### config.mk
export PLATFORM = sky130hd
export DESIGN_NAME = flash_host_ctrl
export DESIGN_NICKNAME = d
export VERILOG_FILES = /design/src/inc/flash_host_pkg.sv /design/src/design/pin_sync.sv /design/src/design/flash_host_ctrl.sv
export SDC_FILE = /design/constraint.sdc
export NUM_CORES = 1
export LEC_CHECK = 0
export BUFFER_PORTS_ARGS = -buffer_cell sky130_fd_sc_hd__buf_2
export CORE_UTILIZATION = 58
export CTS_CLUSTER_SIZE = 25
export DETAILED_ROUTE_END_ITERATION = 8
export GPL_TIMING_DRIVEN = 1
export PLACE_DENSITY = 0.81
export RECOVER_POWER = 50
export SYNTH_ARGS = -nofsm -noshare
export SYNTH_HDL_FRONTEND = slang
export SYNTH_SLANG_ARGS = --single-unit
### constraint.sdc
create_clock -name sys_clk -period 5.7 [get_ports sys_clk]
set_input_delay 1.14 -clock sys_clk [delete_from_list [all_inputs] [get_ports sys_clk]]
set_output_delay 1.14 -clock sys_clk [all_outputs]
set_load 0.01 [all_outputs]
### src/inc/flash_host_pkg.sv
// constants, command and pin carriers for the flash host controller
// assumes one 100 MHz clock; the flash pins are sampled through a three-stage synchroniser
// Functional notes
// - identification entry: AA/555, 55/2AA, 90/555
// - identification exit: F0 to any address
// - writes: chip select, strobe low, enable high
// - hardware reset aborts; host reissues sequence
// - program: AA, 55, A0, then data
package flash_host_pkg;
   localparam int ADDR_W = 26;
   localparam int DATA_W = 16;
   localparam logic [ADDR_W-1:0] WORD_UNLOCK1 = 26'h0000555;
   localparam logic [ADDR_W-1:0] WORD_UNLOCK2 = 26'h00002AA;
   localparam logic [ADDR_W-1:0] BYTE_UNLOCK1 = 26'h0000AAA;
   localparam logic [ADDR_W-1:0] BYTE_UNLOCK2 = 26'h0000555;
   localparam logic [DATA_W-1:0] CODE_UNLOCK1 = 16'h00AA;
   localparam logic [DATA_W-1:0] CODE_UNLOCK2 = 16'h0055;
   localparam logic [DATA_W-1:0] CODE_ID_ENTRY = 16'h0090;
   localparam logic [DATA_W-1:0] CODE_RESET = 16'h00F0;
   localparam logic [DATA_W-1:0] CODE_PROG_SETUP = 16'h00A0;
   localparam int DQ_TOGGLE_BIT = 6;
   localparam int SYNC_STAGES = 3;
   localparam int CLK_PERIOD_NS = 10;
   localparam int T_WE_LOW_NS = 35;
   localparam int T_WE_HIGH_NS = 20;
   localparam int T_READ_ACC_NS = 110;
   localparam int PROG_TIMEOUT_US = 200;
   localparam int WE_LOW_RAW = (T_WE_LOW_NS + CLK_PERIOD_NS - 1) / CLK_PERIOD_NS;
   localparam int WE_HIGH_RAW = (T_WE_HIGH_NS + CLK_PERIOD_NS - 1) / CLK_PERIOD_NS;
   localparam int WE_LOW_CYC = (WE_LOW_RAW < 1) ? 1 : WE_LOW_RAW;
   localparam int WE_HIGH_CYC = (WE_HIGH_RAW < 1) ? 1 : WE_HIGH_RAW;
   localparam int READ_CYC = (T_READ_ACC_NS + CLK_PERIOD_NS - 1) / CLK_PERIOD_NS + SYNC_STAGES + 1;
   localparam int PROG_TIMEOUT_CYC = PROG_TIMEOUT_US * 1000 / CLK_PERIOD_NS;
   localparam int CNT_W = 8;
   localparam int TMO_W = 24;
   localparam logic [DATA_W-1:0] DQ_RESET = 16'h0000;

   typedef enum logic [1:0] {OP_READ, OP_ID_ENTER, OP_ID_EXIT, OP_PROGRAM} host_op_t;

   typedef struct packed {
      host_op_t op;
      logic [ADDR_W-1:0] addr;
      logic [DATA_W-1:0] data;
   } host_cmd_t;

   typedef struct packed {
      logic err;
      logic [DATA_W-1:0] data;
   } host_rsp_t;

   typedef struct packed {
      logic ce_n;
      logic we_n;
      logic oe_n;
      logic [ADDR_W-1:0] addr;
      logic [DATA_W-1:0] dq_out;
      logic dq_oe;
   } flash_pins_t;
endpackage

### src/design/pin_sync.sv
// three-stage synchroniser for pins that change outside the clock domain
// assumes the pins are quiet long enough for two late stages to agree
`timescale 1ns/1ns
module pin_sync
   import flash_host_pkg::*;
#(
   parameter int W = DATA_W
) (
   input wire logic sys_clk,
   input wire logic arst_n,
   input wire logic [W-1:0] raw,
   output logic [W-1:0] stable
);
   logic [W-1:0] s1;
   logic [W-1:0] s2;
   logic [W-1:0] s3;
   logic [W-1:0] next_stable;

   // a change counts only once the second and third stages agree
   always_comb begin
      next_stable = (s2 == s3) ? s3 : stable;
   end

   always_ff @(posedge sys_clk or negedge arst_n) begin
      if (!arst_n) begin
         s1 <= '0;
         s2 <= '0;
         s3 <= '0;
         stable <= '0;
      end else begin
         s1 <= raw;
         s2 <= s1;
         s3 <= s2;
         stable <= next_stable;
      end
   end
endmodule

### src/design/flash_host_ctrl.sv
// host-side controller driving a parallel nor flash: identification entry and exit,
// array and identification reads, single word program with toggle polling
// assumes the flash dq pins arrive unsynchronised and byte_mode is static per command
`timescale 1ns/1ns
module flash_host_ctrl
   import flash_host_pkg::*;
#(
   parameter int PROG_TIMEOUT = PROG_TIMEOUT_CYC
) (
   input wire logic sys_clk,
   input wire logic arst_n,
   input wire logic byte_mode,
   input wire logic cmd_valid,
   input wire host_cmd_t cmd,
   output logic cmd_ready,
   output logic rsp_valid,
   output host_rsp_t rsp,
   output logic id_mode,
   output logic prog_busy,
   output logic flash_rst_n,
   output flash_pins_t pins,
   input wire logic [DATA_W-1:0] dq_in
);
   typedef enum logic [2:0] {ST_IDLE, ST_W_ADDR, ST_W_LOW, ST_W_HIGH, ST_GAP, ST_R_WAIT, ST_R_TURN} host_state_t;

   host_state_t state, next_state;
   logic [CNT_W-1:0] cnt, next_cnt;
   logic [1:0] step, next_step;
   host_cmd_t cur, next_cur;
   logic have_prev, next_have_prev;
   logic prev_tog, next_prev_tog;
   logic [TMO_W-1:0] tmo, next_tmo;
   logic next_cmd_ready, next_rsp_valid, next_id_mode, next_prog_busy;
   host_rsp_t next_rsp;
   flash_pins_t next_pins;
   logic [DATA_W-1:0] dq_sync;
   logic [DATA_W-1:0] rd;
   logic finish, fin_err, go_write, go_read;
   logic [DATA_W-1:0] fin_data;

   pin_sync #(.W(DATA_W)) u_dq_sync (
      .sys_clk(sys_clk),
      .arst_n(arst_n),
      .raw(dq_in),
      .stable(dq_sync)
   );

   function automatic logic [ADDR_W-1:0] unlock_addr(input logic first, input logic bm);
      if (first)
         return bm ? BYTE_UNLOCK1 : WORD_UNLOCK1;
      else
         return bm ? BYTE_UNLOCK2 : WORD_UNLOCK2;
   endfunction

   // address of each write cycle of a command sequence
   function automatic logic [ADDR_W-1:0] seq_addr(input host_op_t op, input logic [1:0] st, input logic bm,
                                                  input logic [ADDR_W-1:0] target);
      if (op == OP_ID_EXIT || st == 2'd3)
         return target;
      else
         return unlock_addr(st != 2'd1, bm);
   endfunction

   // data of each write cycle; byte mode drives the high lane as zeros
   function automatic logic [DATA_W-1:0] seq_data(input host_op_t op, input logic [1:0] st, input logic bm,
                                                  input logic [DATA_W-1:0] value);
      logic [DATA_W-1:0] d;
      d = value;
      case (st)
         2'd0: d = (op == OP_ID_EXIT) ? CODE_RESET : CODE_UNLOCK1;
         2'd1: d = CODE_UNLOCK2;
         2'd2: d = (op == OP_PROGRAM) ? CODE_PROG_SETUP : CODE_ID_ENTRY;
         default: d = value;
      endcase
      return bm ? {8'h00, d[7:0]} : d;
   endfunction

   function automatic logic [1:0] last_step(input host_op_t op);
      case (op)
         OP_ID_ENTER: return 2'd2;
         OP_PROGRAM: return 2'd3;
         default: return 2'd0;
      endcase
   endfunction

   assign rd = byte_mode ? {8'h00, dq_sync[7:0]} : dq_sync;

   always_comb begin
      next_state = state;
      next_cnt = cnt;
      next_step = step;
      next_cur = cur;
      next_have_prev = have_prev;
      next_prev_tog = prev_tog;
      next_tmo = prog_busy ? tmo + 1'b1 : tmo;
      next_cmd_ready = cmd_ready;
      next_rsp_valid = 1'b0;
      next_rsp = rsp;
      next_id_mode = id_mode;
      next_prog_busy = prog_busy;
      next_pins = pins;
      finish = 1'b0;
      fin_err = 1'b0;
      fin_data = '0;
      go_write = 1'b0;
      go_read = 1'b0;
      case (state)
         ST_IDLE: begin
            if (cmd_valid && cmd_ready) begin
               next_cur = cmd;
               next_step = 2'd0;
               next_cmd_ready = 1'b0;
               if (cmd.op == OP_PROGRAM && id_mode) begin
                  finish = 1'b1;
                  fin_err = 1'b1;
               end else if (cmd.op == OP_READ) begin
                  go_read = 1'b1;
               end else begin
                  go_write = 1'b1;
               end
            end
         end
         ST_W_ADDR: begin
            next_pins.we_n = 1'b0;
            next_cnt = CNT_W'(WE_LOW_CYC - 1);
            next_state = ST_W_LOW;
         end
         ST_W_LOW: begin
            if (cnt == '0) begin
               next_pins.we_n = 1'b1;
               next_state = ST_W_HIGH;
            end else begin
               next_cnt = cnt - 1'b1;
            end
         end
         ST_W_HIGH: begin
            next_pins.ce_n = 1'b1;
            next_pins.dq_oe = 1'b0;
            next_cnt = CNT_W'(WE_HIGH_CYC - 1);
            next_state = ST_GAP;
         end
         ST_GAP: begin
            if (cnt != '0) begin
               next_cnt = cnt - 1'b1;
            end else if (step != last_step(cur.op)) begin
               next_step = step + 1'b1;
               go_write = 1'b1;
            end else begin
               case (cur.op)
                  OP_ID_ENTER: begin
                     next_id_mode = 1'b1;
                     finish = 1'b1;
                  end
                  OP_ID_EXIT: begin
                     next_id_mode = 1'b0;
                     finish = 1'b1;
                  end
                  default: begin
                     // the fourth cycle starts the internal algorithm; poll the target
                     next_prog_busy = 1'b1;
                     next_have_prev = 1'b0;
                     next_tmo = '0;
                     go_read = 1'b1;
                  end
               endcase
            end
         end
         ST_R_WAIT: begin
            if (cnt != '0) begin
               next_cnt = cnt - 1'b1;
            end else if (!prog_busy) begin
               finish = 1'b1;
               fin_data = rd;
            end else if (have_prev && prev_tog == rd[DQ_TOGGLE_BIT]) begin
               // toggle bit stopped: array read mode is back
               next_prog_busy = 1'b0;
               finish = 1'b1;
               fin_data = rd;
            end else if (tmo >= TMO_W'(PROG_TIMEOUT)) begin
               next_prog_busy = 1'b0;
               finish = 1'b1;
               fin_err = 1'b1;
               fin_data = rd;
            end else begin
               next_have_prev = 1'b1;
               next_prev_tog = rd[DQ_TOGGLE_BIT];
               next_pins.ce_n = 1'b1;
               next_pins.oe_n = 1'b1;
               next_state = ST_R_TURN;
            end
         end
         ST_R_TURN: begin
            go_read = 1'b1;
         end
         default: begin
            next_state = ST_IDLE;
         end
      endcase
      if (go_write) begin
         next_pins.ce_n = 1'b0;
         next_pins.we_n = 1'b1;
         next_pins.oe_n = 1'b1;
         next_pins.addr = seq_addr(next_cur.op, next_step, byte_mode, next_cur.addr);
         next_pins.dq_out = seq_data(next_cur.op, next_step, byte_mode, next_cur.data);
         next_pins.dq_oe = 1'b1;
         next_state = ST_W_ADDR;
      end
      if (go_read) begin
         next_pins.ce_n = 1'b0;
         next_pins.we_n = 1'b1;
         next_pins.oe_n = 1'b0;
         next_pins.addr = next_cur.addr;
         next_pins.dq_oe = 1'b0;
         next_cnt = CNT_W'(READ_CYC - 1);
         next_state = ST_R_WAIT;
      end
      if (finish) begin
         next_pins.ce_n = 1'b1;
         next_pins.we_n = 1'b1;
         next_pins.oe_n = 1'b1;
         next_pins.dq_oe = 1'b0;
         next_rsp_valid = 1'b1;
         next_rsp = '{err: fin_err, data: fin_data};
         next_cmd_ready = 1'b1;
         next_state = ST_IDLE;
      end
   end

   // reset returns the pins to idle and forgets any program or identification state
   always_ff @(posedge sys_clk or negedge arst_n) begin
      if (!arst_n) begin
         state <= ST_IDLE;
         cnt <= '0;
         step <= 2'd0;
         cur <= '0;
         have_prev <= 1'b0;
         prev_tog <= 1'b0;
         tmo <= '0;
         cmd_ready <= 1'b0;
         rsp_valid <= 1'b0;
         rsp <= '0;
         id_mode <= 1'b0;
         prog_busy <= 1'b0;
         flash_rst_n <= 1'b0;
         pins <= '{ce_n: 1'b1, we_n: 1'b1, oe_n: 1'b1, addr: '0, dq_out: DQ_RESET, dq_oe: 1'b0};
      end else begin
         state <= next_state;
         cnt <= next_cnt;
         step <= next_step;
         cur <= next_cur;
         have_prev <= next_have_prev;
         prev_tog <= next_prev_tog;
         tmo <= next_tmo;
         cmd_ready <= (state == ST_IDLE && !flash_rst_n) ? 1'b1 : next_cmd_ready;
         rsp_valid <= next_rsp_valid;
         rsp <= next_rsp;
         id_mode <= next_id_mode;
         prog_busy <= next_prog_busy;
         flash_rst_n <= 1'b1;
         pins <= next_pins;
      end
   end

   a_write_strobes: assert property (@(posedge sys_clk) disable iff (!arst_n)
      !pins.we_n |-> !pins.ce_n && pins.oe_n && pins.dq_oe)
      else $error("write strobe low without chip select, or with output enable");
   a_read_no_drive: assert property (@(posedge sys_clk) disable iff (!arst_n)
      !pins.oe_n |-> !pins.dq_oe && pins.we_n)
      else $error("data pins driven during a read");
   a_entry_cmd_addr: assert property (@(posedge sys_clk) disable iff (!arst_n)
      $rose(pins.we_n) && cur.op == OP_ID_ENTER && step == 2'd2
      |-> pins.addr == unlock_addr(1'b1, byte_mode) && pins.dq_out[7:0] == CODE_ID_ENTRY[7:0])
      else $error("identification command at wrong address or code");
   a_entry_sets_mode: assert property (@(posedge sys_clk) disable iff (!arst_n)
      state == ST_GAP && cnt == '0 && cur.op == OP_ID_ENTER && step == 2'd2 |=> id_mode && rsp_valid)
      else $error("identification mode not entered after third cycle");
   a_exit_single_cycle: assert property (@(posedge sys_clk) disable iff (!arst_n)
      $rose(pins.we_n) && cur.op == OP_ID_EXIT |-> pins.dq_out[7:0] == CODE_RESET[7:0] && pins.addr == cur.addr
      ##[1:20] rsp_valid && !id_mode)
      else $error("exit command wrong or identification mode kept");
   a_prog_setup_code: assert property (@(posedge sys_clk) disable iff (!arst_n)
      $rose(pins.we_n) && cur.op == OP_PROGRAM && step == 2'd2
      |-> pins.addr == unlock_addr(1'b1, byte_mode) && pins.dq_out[7:0] == CODE_PROG_SETUP[7:0])
      else $error("program setup at wrong address or code");
   a_prog_then_poll: assert property (@(posedge sys_clk) disable iff (!arst_n)
      state == ST_GAP && cnt == '0 && cur.op == OP_PROGRAM && step == 2'd3
      |=> prog_busy && !pins.oe_n && pins.addr == cur.addr && pins.we_n [*8])
      else $error("polling did not start at the target after the data cycle");
   a_reset_idle: assert property (@(posedge sys_clk) disable iff (!arst_n)
      $rose(flash_rst_n) |-> pins.ce_n && pins.we_n && !prog_busy && !id_mode && !rsp_valid)
      else $error("controller not idle after reset");

   c_entry_done: cover property (@(posedge sys_clk) disable iff (!arst_n) $rose(id_mode));
   c_prog_ok: cover property (@(posedge sys_clk) disable iff (!arst_n) $fell(prog_busy) && rsp_valid && !rsp.err);
   c_prog_timeout: cover property (@(posedge sys_clk) disable iff (!arst_n) rsp_valid && rsp.err && cur.op == OP_PROGRAM);
   c_id_read: cover property (@(posedge sys_clk) disable iff (!arst_n) rsp_valid && id_mode && cur.op == OP_READ);
endmodule

Word level (Yosys, flattened, before mapping) --
Index checks and enable logic that the tools add are counted. W data, S select, Z words.
Cells by class: add/sub/neg operators 3, multiply operators 0, div/mod/pow operators 0, magnitude comparators 1, equality and inequality tests 37, shift operators 0, muxes and demuxes 100, bitwise logic cells 4, reductions and logical operators 35
Operators by type and width (count):
- $mux W24 | 5
- $mux W16 | 7
- $mux W44 | 2
- $pmux W16 S3 | 1
- $mux W1 | 47
- $mux W46 | 1
- $pmux W8 S4 | 1
- $mux W29 | 1
- $mux W3 | 9
- $mux W26 | 1
- $ne A5 B5 Y1 const B | 5
- $add A24 B1 Y24 const B | 1
- $ge A24 B15 Y1 const B | 1
- $mux W12 | 2
- $mux W8 | 3
- $reduce_and A5 Y1 | 4
- $eq A16 B16 Y1 | 1
- $pmux W3 S5 | 1
- $reduce_bool A5 Y1 | 3
- $eq A2 B2 Y1 const B | 7
- $ne A2 B2 Y1 const B | 7
- $pmux W1 S2 | 7
- $ne A4 B4 Y1 const B | 3
- $reduce_bool A4 Y1 | 3
- 35 further kinds | 57
Storage, ports and cells: register bits 215, bits in latches 0, RAM bits 0, bits in read-only memories 0, output and inout port bits 68, memories kept 0

Logic depth before layout (Yosys ltp) --
depth after elaboration 14, mapped depth 13, mapped depth without buffers 11

Cells and area by module --
From an unflattened synthesis, not the netlist that was laid out.
Unflattened totals: cells, all modules 785, area, all modules 9197.6 um2
Modules (own cells, without submodules):
- flash_host_ctrl | instances 1, cells an instance 683, area each 7183.1 um2, seq. area each 3782.4 um2
- pin_sync | instances 1, cells an instance 102, area each 2014.4 um2, seq. area each 1601.5 um2

Least setup slack after synthesis --
OpenSTA, ideal clock, no wires.
kind flip-flop to flip-flop, start reg cnt[0], end reg pins[18] in the netlist's numbering, setup time 0.104 ns, arrival time 3.212 ns, setup slack 2.385 ns, cell stages (with the launch flop) 14, path buffers 2, period minus slack after synthesis 3.315 ns, cells stage by stage dfrtp_1 -> inv_1 -> ha_1 -> or4b_4 -> or3_1 -> buf_6 -> a21oi_4 -> nor2_1 -> inv_2 -> buf_2 -> nand2_1 -> ha_1 -> or4b_1 -> o311ai_1
Between the ends: longest elaborated chain between the ends 8, elaborated cells on any way between the ends 15, those cells by class eq/ne: 2; mux: 10; reduce/logical: 3
RTL lines:
- from (decl) | line flash_host_ctrl.sv:27 | logic [CNT_W-1:0] cnt, next_cnt;
- from (signal assigned) | line flash_host_ctrl.sv:248 | cnt <= next_cnt;
- $reduce_bool A8 Y1 (*) | line flash_host_ctrl.sv:143 | if (cnt != '0) begin
- $mux W2 (*) | line flash_host_ctrl.sv:143
- $pmux W2 S2 (*) | line flash_host_ctrl.sv:107 | case (state)
- net next_step[0] | line flash_host_ctrl.sv:28 | logic [1:0] step, next_step;
- $ne A2 B1 Y1 or $eq A2 B2 Y1 (tied branches) | line flash_host_ctrl.sv:61, flash_host_ctrl.sv:58
- $mux W12 or $logic_or A1 B1 Y1 (tied branches) | line flash_host_ctrl.sv:49, flash_host_ctrl.sv:58
- $mux W26 (*) | line flash_host_ctrl.sv:58 | if (op == OP_ID_EXIT || st == 2'd3)
- $mux W46 (*) | line flash_host_ctrl.sv:199 | if (go_write) begin
- $mux W29 (*) | line flash_host_ctrl.sv:208 | if (go_read) begin
- to (signal assigned) | line flash_host_ctrl.sv:245 | pins <= '{ce_n: 1'b1, we_n: 1'b1, oe_n: 1'b1, addr: '0, dq_out: DQ_RESET, dq_oe: 1'b0};
- to (signal assigned) | line flash_host_ctrl.sv:260 | pins <= next_pins;
- to (decl) | line flash_host_ctrl.sv:21 | output flash_pins_t pins,
The timed path passes the listed nets; every way through them passes the cells marked *. The select of a mux whose other input is x is not followed. A chain may end at the register's enable or synchronous reset.

Final worst setup path --
start reg cnt[0], end reg pins[22] in the netlist's numbering
Between the ends: longest elaborated chain between the ends 8, elaborated cells on any way between the ends 15, those cells by class eq/ne: 2; mux: 10; reduce/logical: 3
RTL lines (line):
- $reduce_bool A8 Y1 (*) | flash_host_ctrl.sv:143
- $mux W2 | flash_host_ctrl.sv:143
- $pmux W2 S2 | flash_host_ctrl.sv:107
- $ne A2 B1 Y1 or $eq A2 B2 Y1 (tied branches) | flash_host_ctrl.sv:61, flash_host_ctrl.sv:58
- $mux W12 or $logic_or A1 B1 Y1 (tied branches) | flash_host_ctrl.sv:49, flash_host_ctrl.sv:58
- $mux W26 | flash_host_ctrl.sv:58
- $mux W46 | flash_host_ctrl.sv:199
- $mux W29 | flash_host_ctrl.sv:208
Every way passes the cells marked *; elsewhere a longest branch is shown, timed or not. The select of a mux whose other input is x is not followed.

==> summary.txt <==
Synth
  – Yosys top cell area share: 0.591
  – Post-synthesis register bit count: roughly 220
  – Top cells by area, synth: dfrtp_1, nand2_1, mux2i_1
  – Seq/Total Area, Yosys: 0.600
  – Avg Cell Area, Syn: between 10 and 15 um2
  – Cells after Synth: 801
  – Yosys top cell by area: dfrtp_1
  – Async SR Flop Fraction: 1.00
  – Cell Area, Synth: about 9000 um2
  – Netlist cell types: 69
  – Number of synthesized flops with an enable pin: 0
  – Yosys warns: 0
  – Dominant register cell in the synthesized netlist: dfrtp_1
  – Syn_nets: 871

Clock tree
  – Clock root buffer: clkbuf_16
  – Hold buffers post-CTS: 0
  – Worst-path clk slew: ~0.060 ns
  – Post-CTS Setup Bufs: 0
  – CTS resizes: 0
  – CTS max path bufs: 3
  – CTS tree: yes
  – Clk_lat worst skew: 0.52 ns
  – Clock sink count: ~220
  – CTS H-tree lvls: 1
  – Total CTS buffers: 22

Timing
  – Final Skew: roughly 0.019 ns
  – Slew Limit Fails: about 130
  – Slew @ Worst Pin: between 3 and 4 ns
  – RSZ-0062 raised after global routing: false
  – Hold Vio Cnt, Final: 0
  – Setup TNS: 0 ns
  – Relative slew slack: -1.18
  – Number of setup violations in the final report: 0
  – Crit share post-route: 0.640
  – F_max: 274 MHz
  – Fin crit period: 3.65 ns

Route
  – TritonRoute pass-1 iters: 5
  – Final routed DRC violation total: 0
  – Vias: 6,299
  – Iter 0 DRT Violations: 554
  – DR WL/cell: about 16 um
  – Final wirelength: around 18 mm
  – Vias per cell: roughly 5.6
  – Routed Antenna Nets: 0

Run
  – Max_cap viols: 1

GRT
  – GR Overflow Total: 0
  – Vias in the first global route: between 6,000 and 7,000
  – Initial antenna violation count: 0
  – Overall routing resource usage: 0.242
  – First-pass GRT wire length: between 30 and 40 mm
  – Largest net degree at the start of global routing: around 130

Pwr
  – P_leak: 5.10 nW
  – Power, Total: 0.00509 W
  – Worst VDD drop: about 0.29 mV
  – Cell Pwr Density: about 490 nW/um2

Floorplanning
  – Row cnt: 45
  – Core ar.: 15,100 um2
  – Die Y: roughly 130 um
  – Initial Util: 0.592
  – # IOs: 132
  – Die area: around 16,000 um2
  – Die X-Extent: 126 um

Critical path
  – Crit end category: flip-flop
  – WP data arrival: between 4 and 5 ns
  – CP Class: reg -> reg
  – Worst EP required: approximately 6.1 ns
  – Crit-path max FO: 16
  – Startpoint types: flip-flop

Final layout
  – FF/Latch Area: roughly 5400 um2
  – Final layout net count: just under 1,000
  – Area Overhead vs Synth: 16.2%
  – N_diodes: 0
  – FILL cells: around 1,200
  – Share of cells above drive strength 1: 0.237
  – Multi-input logic area: between 3000 and 4000 um2

Worst hold path
  – Worst min-delay path class: reg -> reg

Place
  – Hpwl dp: about 12 mm
  – Final GP Congestion: between 0.9 and 1
  – Port Buffers: 131

Run status
  – Status: finished with violations
  – Violated checks: max-capacitance violations, max-slew violations
layout make-up:
cell class / count / area share
tap: 188 / 0.0226
inverter: 40 / 0.0144
clock inverter: 5 / 0.00720
timing repair buffer: 135 / 0.0669
clock buffer: 35 / 0.0613
multi-input combinational: 508 / 0.311
sequential: 215 / 0.516
power by group:
group,internal [W],switching [W],leakage [nW]
clock network,0.000820,0.000573,0.348
logic,0.000561,0.00100,2.03
registers,0.00189,0.000239,2.72
total,0.00327,0.00182,5.10
final timing paths:
kind                                        from               end  slack (ns)  cells past startpoint
worst max-delay path                      cnt[0]          pins[22]        2.05                     11
worst min-delay path            u_dq_sync.s1[13]  u_dq_sync.s2[13]        0.34                      0
worst max register to register            cnt[0]          pins[22]        2.05                     11
worst min register to register  u_dq_sync.s1[13]  u_dq_sync.s2[13]        0.34                      0
max in group asynchronous                 arst_n          prev_tog        2.07                      1
min in group asynchronous                 arst_n            tmo[4]        1.66                      1
cells in the final DEF (no fill, tap or decap), types with 3 or more instances in the layout:
cell type  count
dfrtp_1      212
nand2_1      147
buf_2        130
nor2_1        49
inv_1         38
o21ai_0       35
xor2_1        32
mux2i_1       28
clkbuf_16     22
mux2_2        18
nand4_1       18
xnor2_1       15
o31ai_2       14
o311ai_1      12
nand3b_1      11
a21oi_1       10
nor4_1        10
nand3_1        9
clkbuf_1       9
nor3_1         8
or3_1          6
and3_1         6
ha_1           6
or2_2          5
nor2b_1        4
o211ai_1       4
a31oi_1        4
clkbuf_8       4
nor2_2         3
a211oi_1       3
or4_1          3
o31ai_1        3
nand2b_1       3
clkinv_2       3
dfstp_2        3
buf_4          3
metal layers:
layer | global-route usage | share of wire | up-vias
met5 | 0 | 0 | -
met4 | 0.0673 | 0.023 | 0
met3 | 0.0384 | 0.042 | 36
met2 | 0.402 | 0.49 | 173
met1 | 0.333 | 0.44 | 3094
li1 | - | - | 2996
cells in the mapped netlist (4+ instances only):
master / number
or2_2: 5
nor2b_1: 4
mux2_2: 18
and3_1: 6
buf_2: 8
o311ai_1: 12
dfrtp_1: 212
o21ai_0: 35
nor4_1: 10
nor3_1: 8
clkbuf_1: 22
xnor2_1: 15
nand3b_1: 11
or3_1: 6
ha_1: 6
nand3_1: 9
mux2i_1: 28
inv_1: 38
buf_6: 5
nor2_1: 51
xor2_1: 32
nand4_1: 18
a21oi_1: 10
o211ai_1: 4
o31ai_2: 14
a31oi_1: 4
nand2_1: 147
cell families after synthesis:
kind of cell | synth area share
XOR/XNOR | 0.0459
adder cells (fa/ha/maj) | 0.00837
AO/OA/AOI/OAI | 0.0975
flip-flops | 0.600
other | 0.000418
AND/OR/NAND/NOR | 0.154
multiplexers | 0.0538
buffers and inverters | 0.0400
critical path: stages (launching register included):
cell and delay, ns:
dfrtp_1 0.40, inv_1 0.13, ha_1 0.21, or4b_4 0.50
or3_1 0.54, a21oi_4 0.21, nor2_1 0.10, inv_2 0.25
nand2_1 0.09, ha_1 0.29, or4b_1 0.66, o311ai_2 0.14
flip-flops by register name, summed over array words and instances, names as in the netlist:
signal / count
pins: 46
have_prev: 1
u_dq_sync.s2: 16
u_dq_sync.stable: 16
cnt: 8
prog_busy: 1
rsp: 17
step: 2
cur: 44
state: 3
u_dq_sync.s1: 16
prev_tog: 1
cmd_ready: 1
tmo: 24
id_mode: 1
u_dq_sync.s3: 16
flash_rst_n: 1
rsp_valid: 1
per-stage QoR:
step | instances | util | instance area (um2) | setup slack [ns] | hold WS [ns]
6_report | 1126 | 0.689 | 10400 | 2.05 | 0.341
5_1_grt | 1126 | 0.689 | 10400 | 1.40 | 0.347
4_1_cts | 1126 | 0.689 | 10400 | 2.10 | 0.345
3_5_place_dp | 1086 | 0.642 | 9720 | 2.08 | 0.335
3_3_place_gp | 1086 | 0.642 | 9720 | 2.16 | 0.332
2_1_floorplan | 801 | - | 8970 | 2.38 | 0.331
Note: power is estimated with default switching activity, not from simulation.
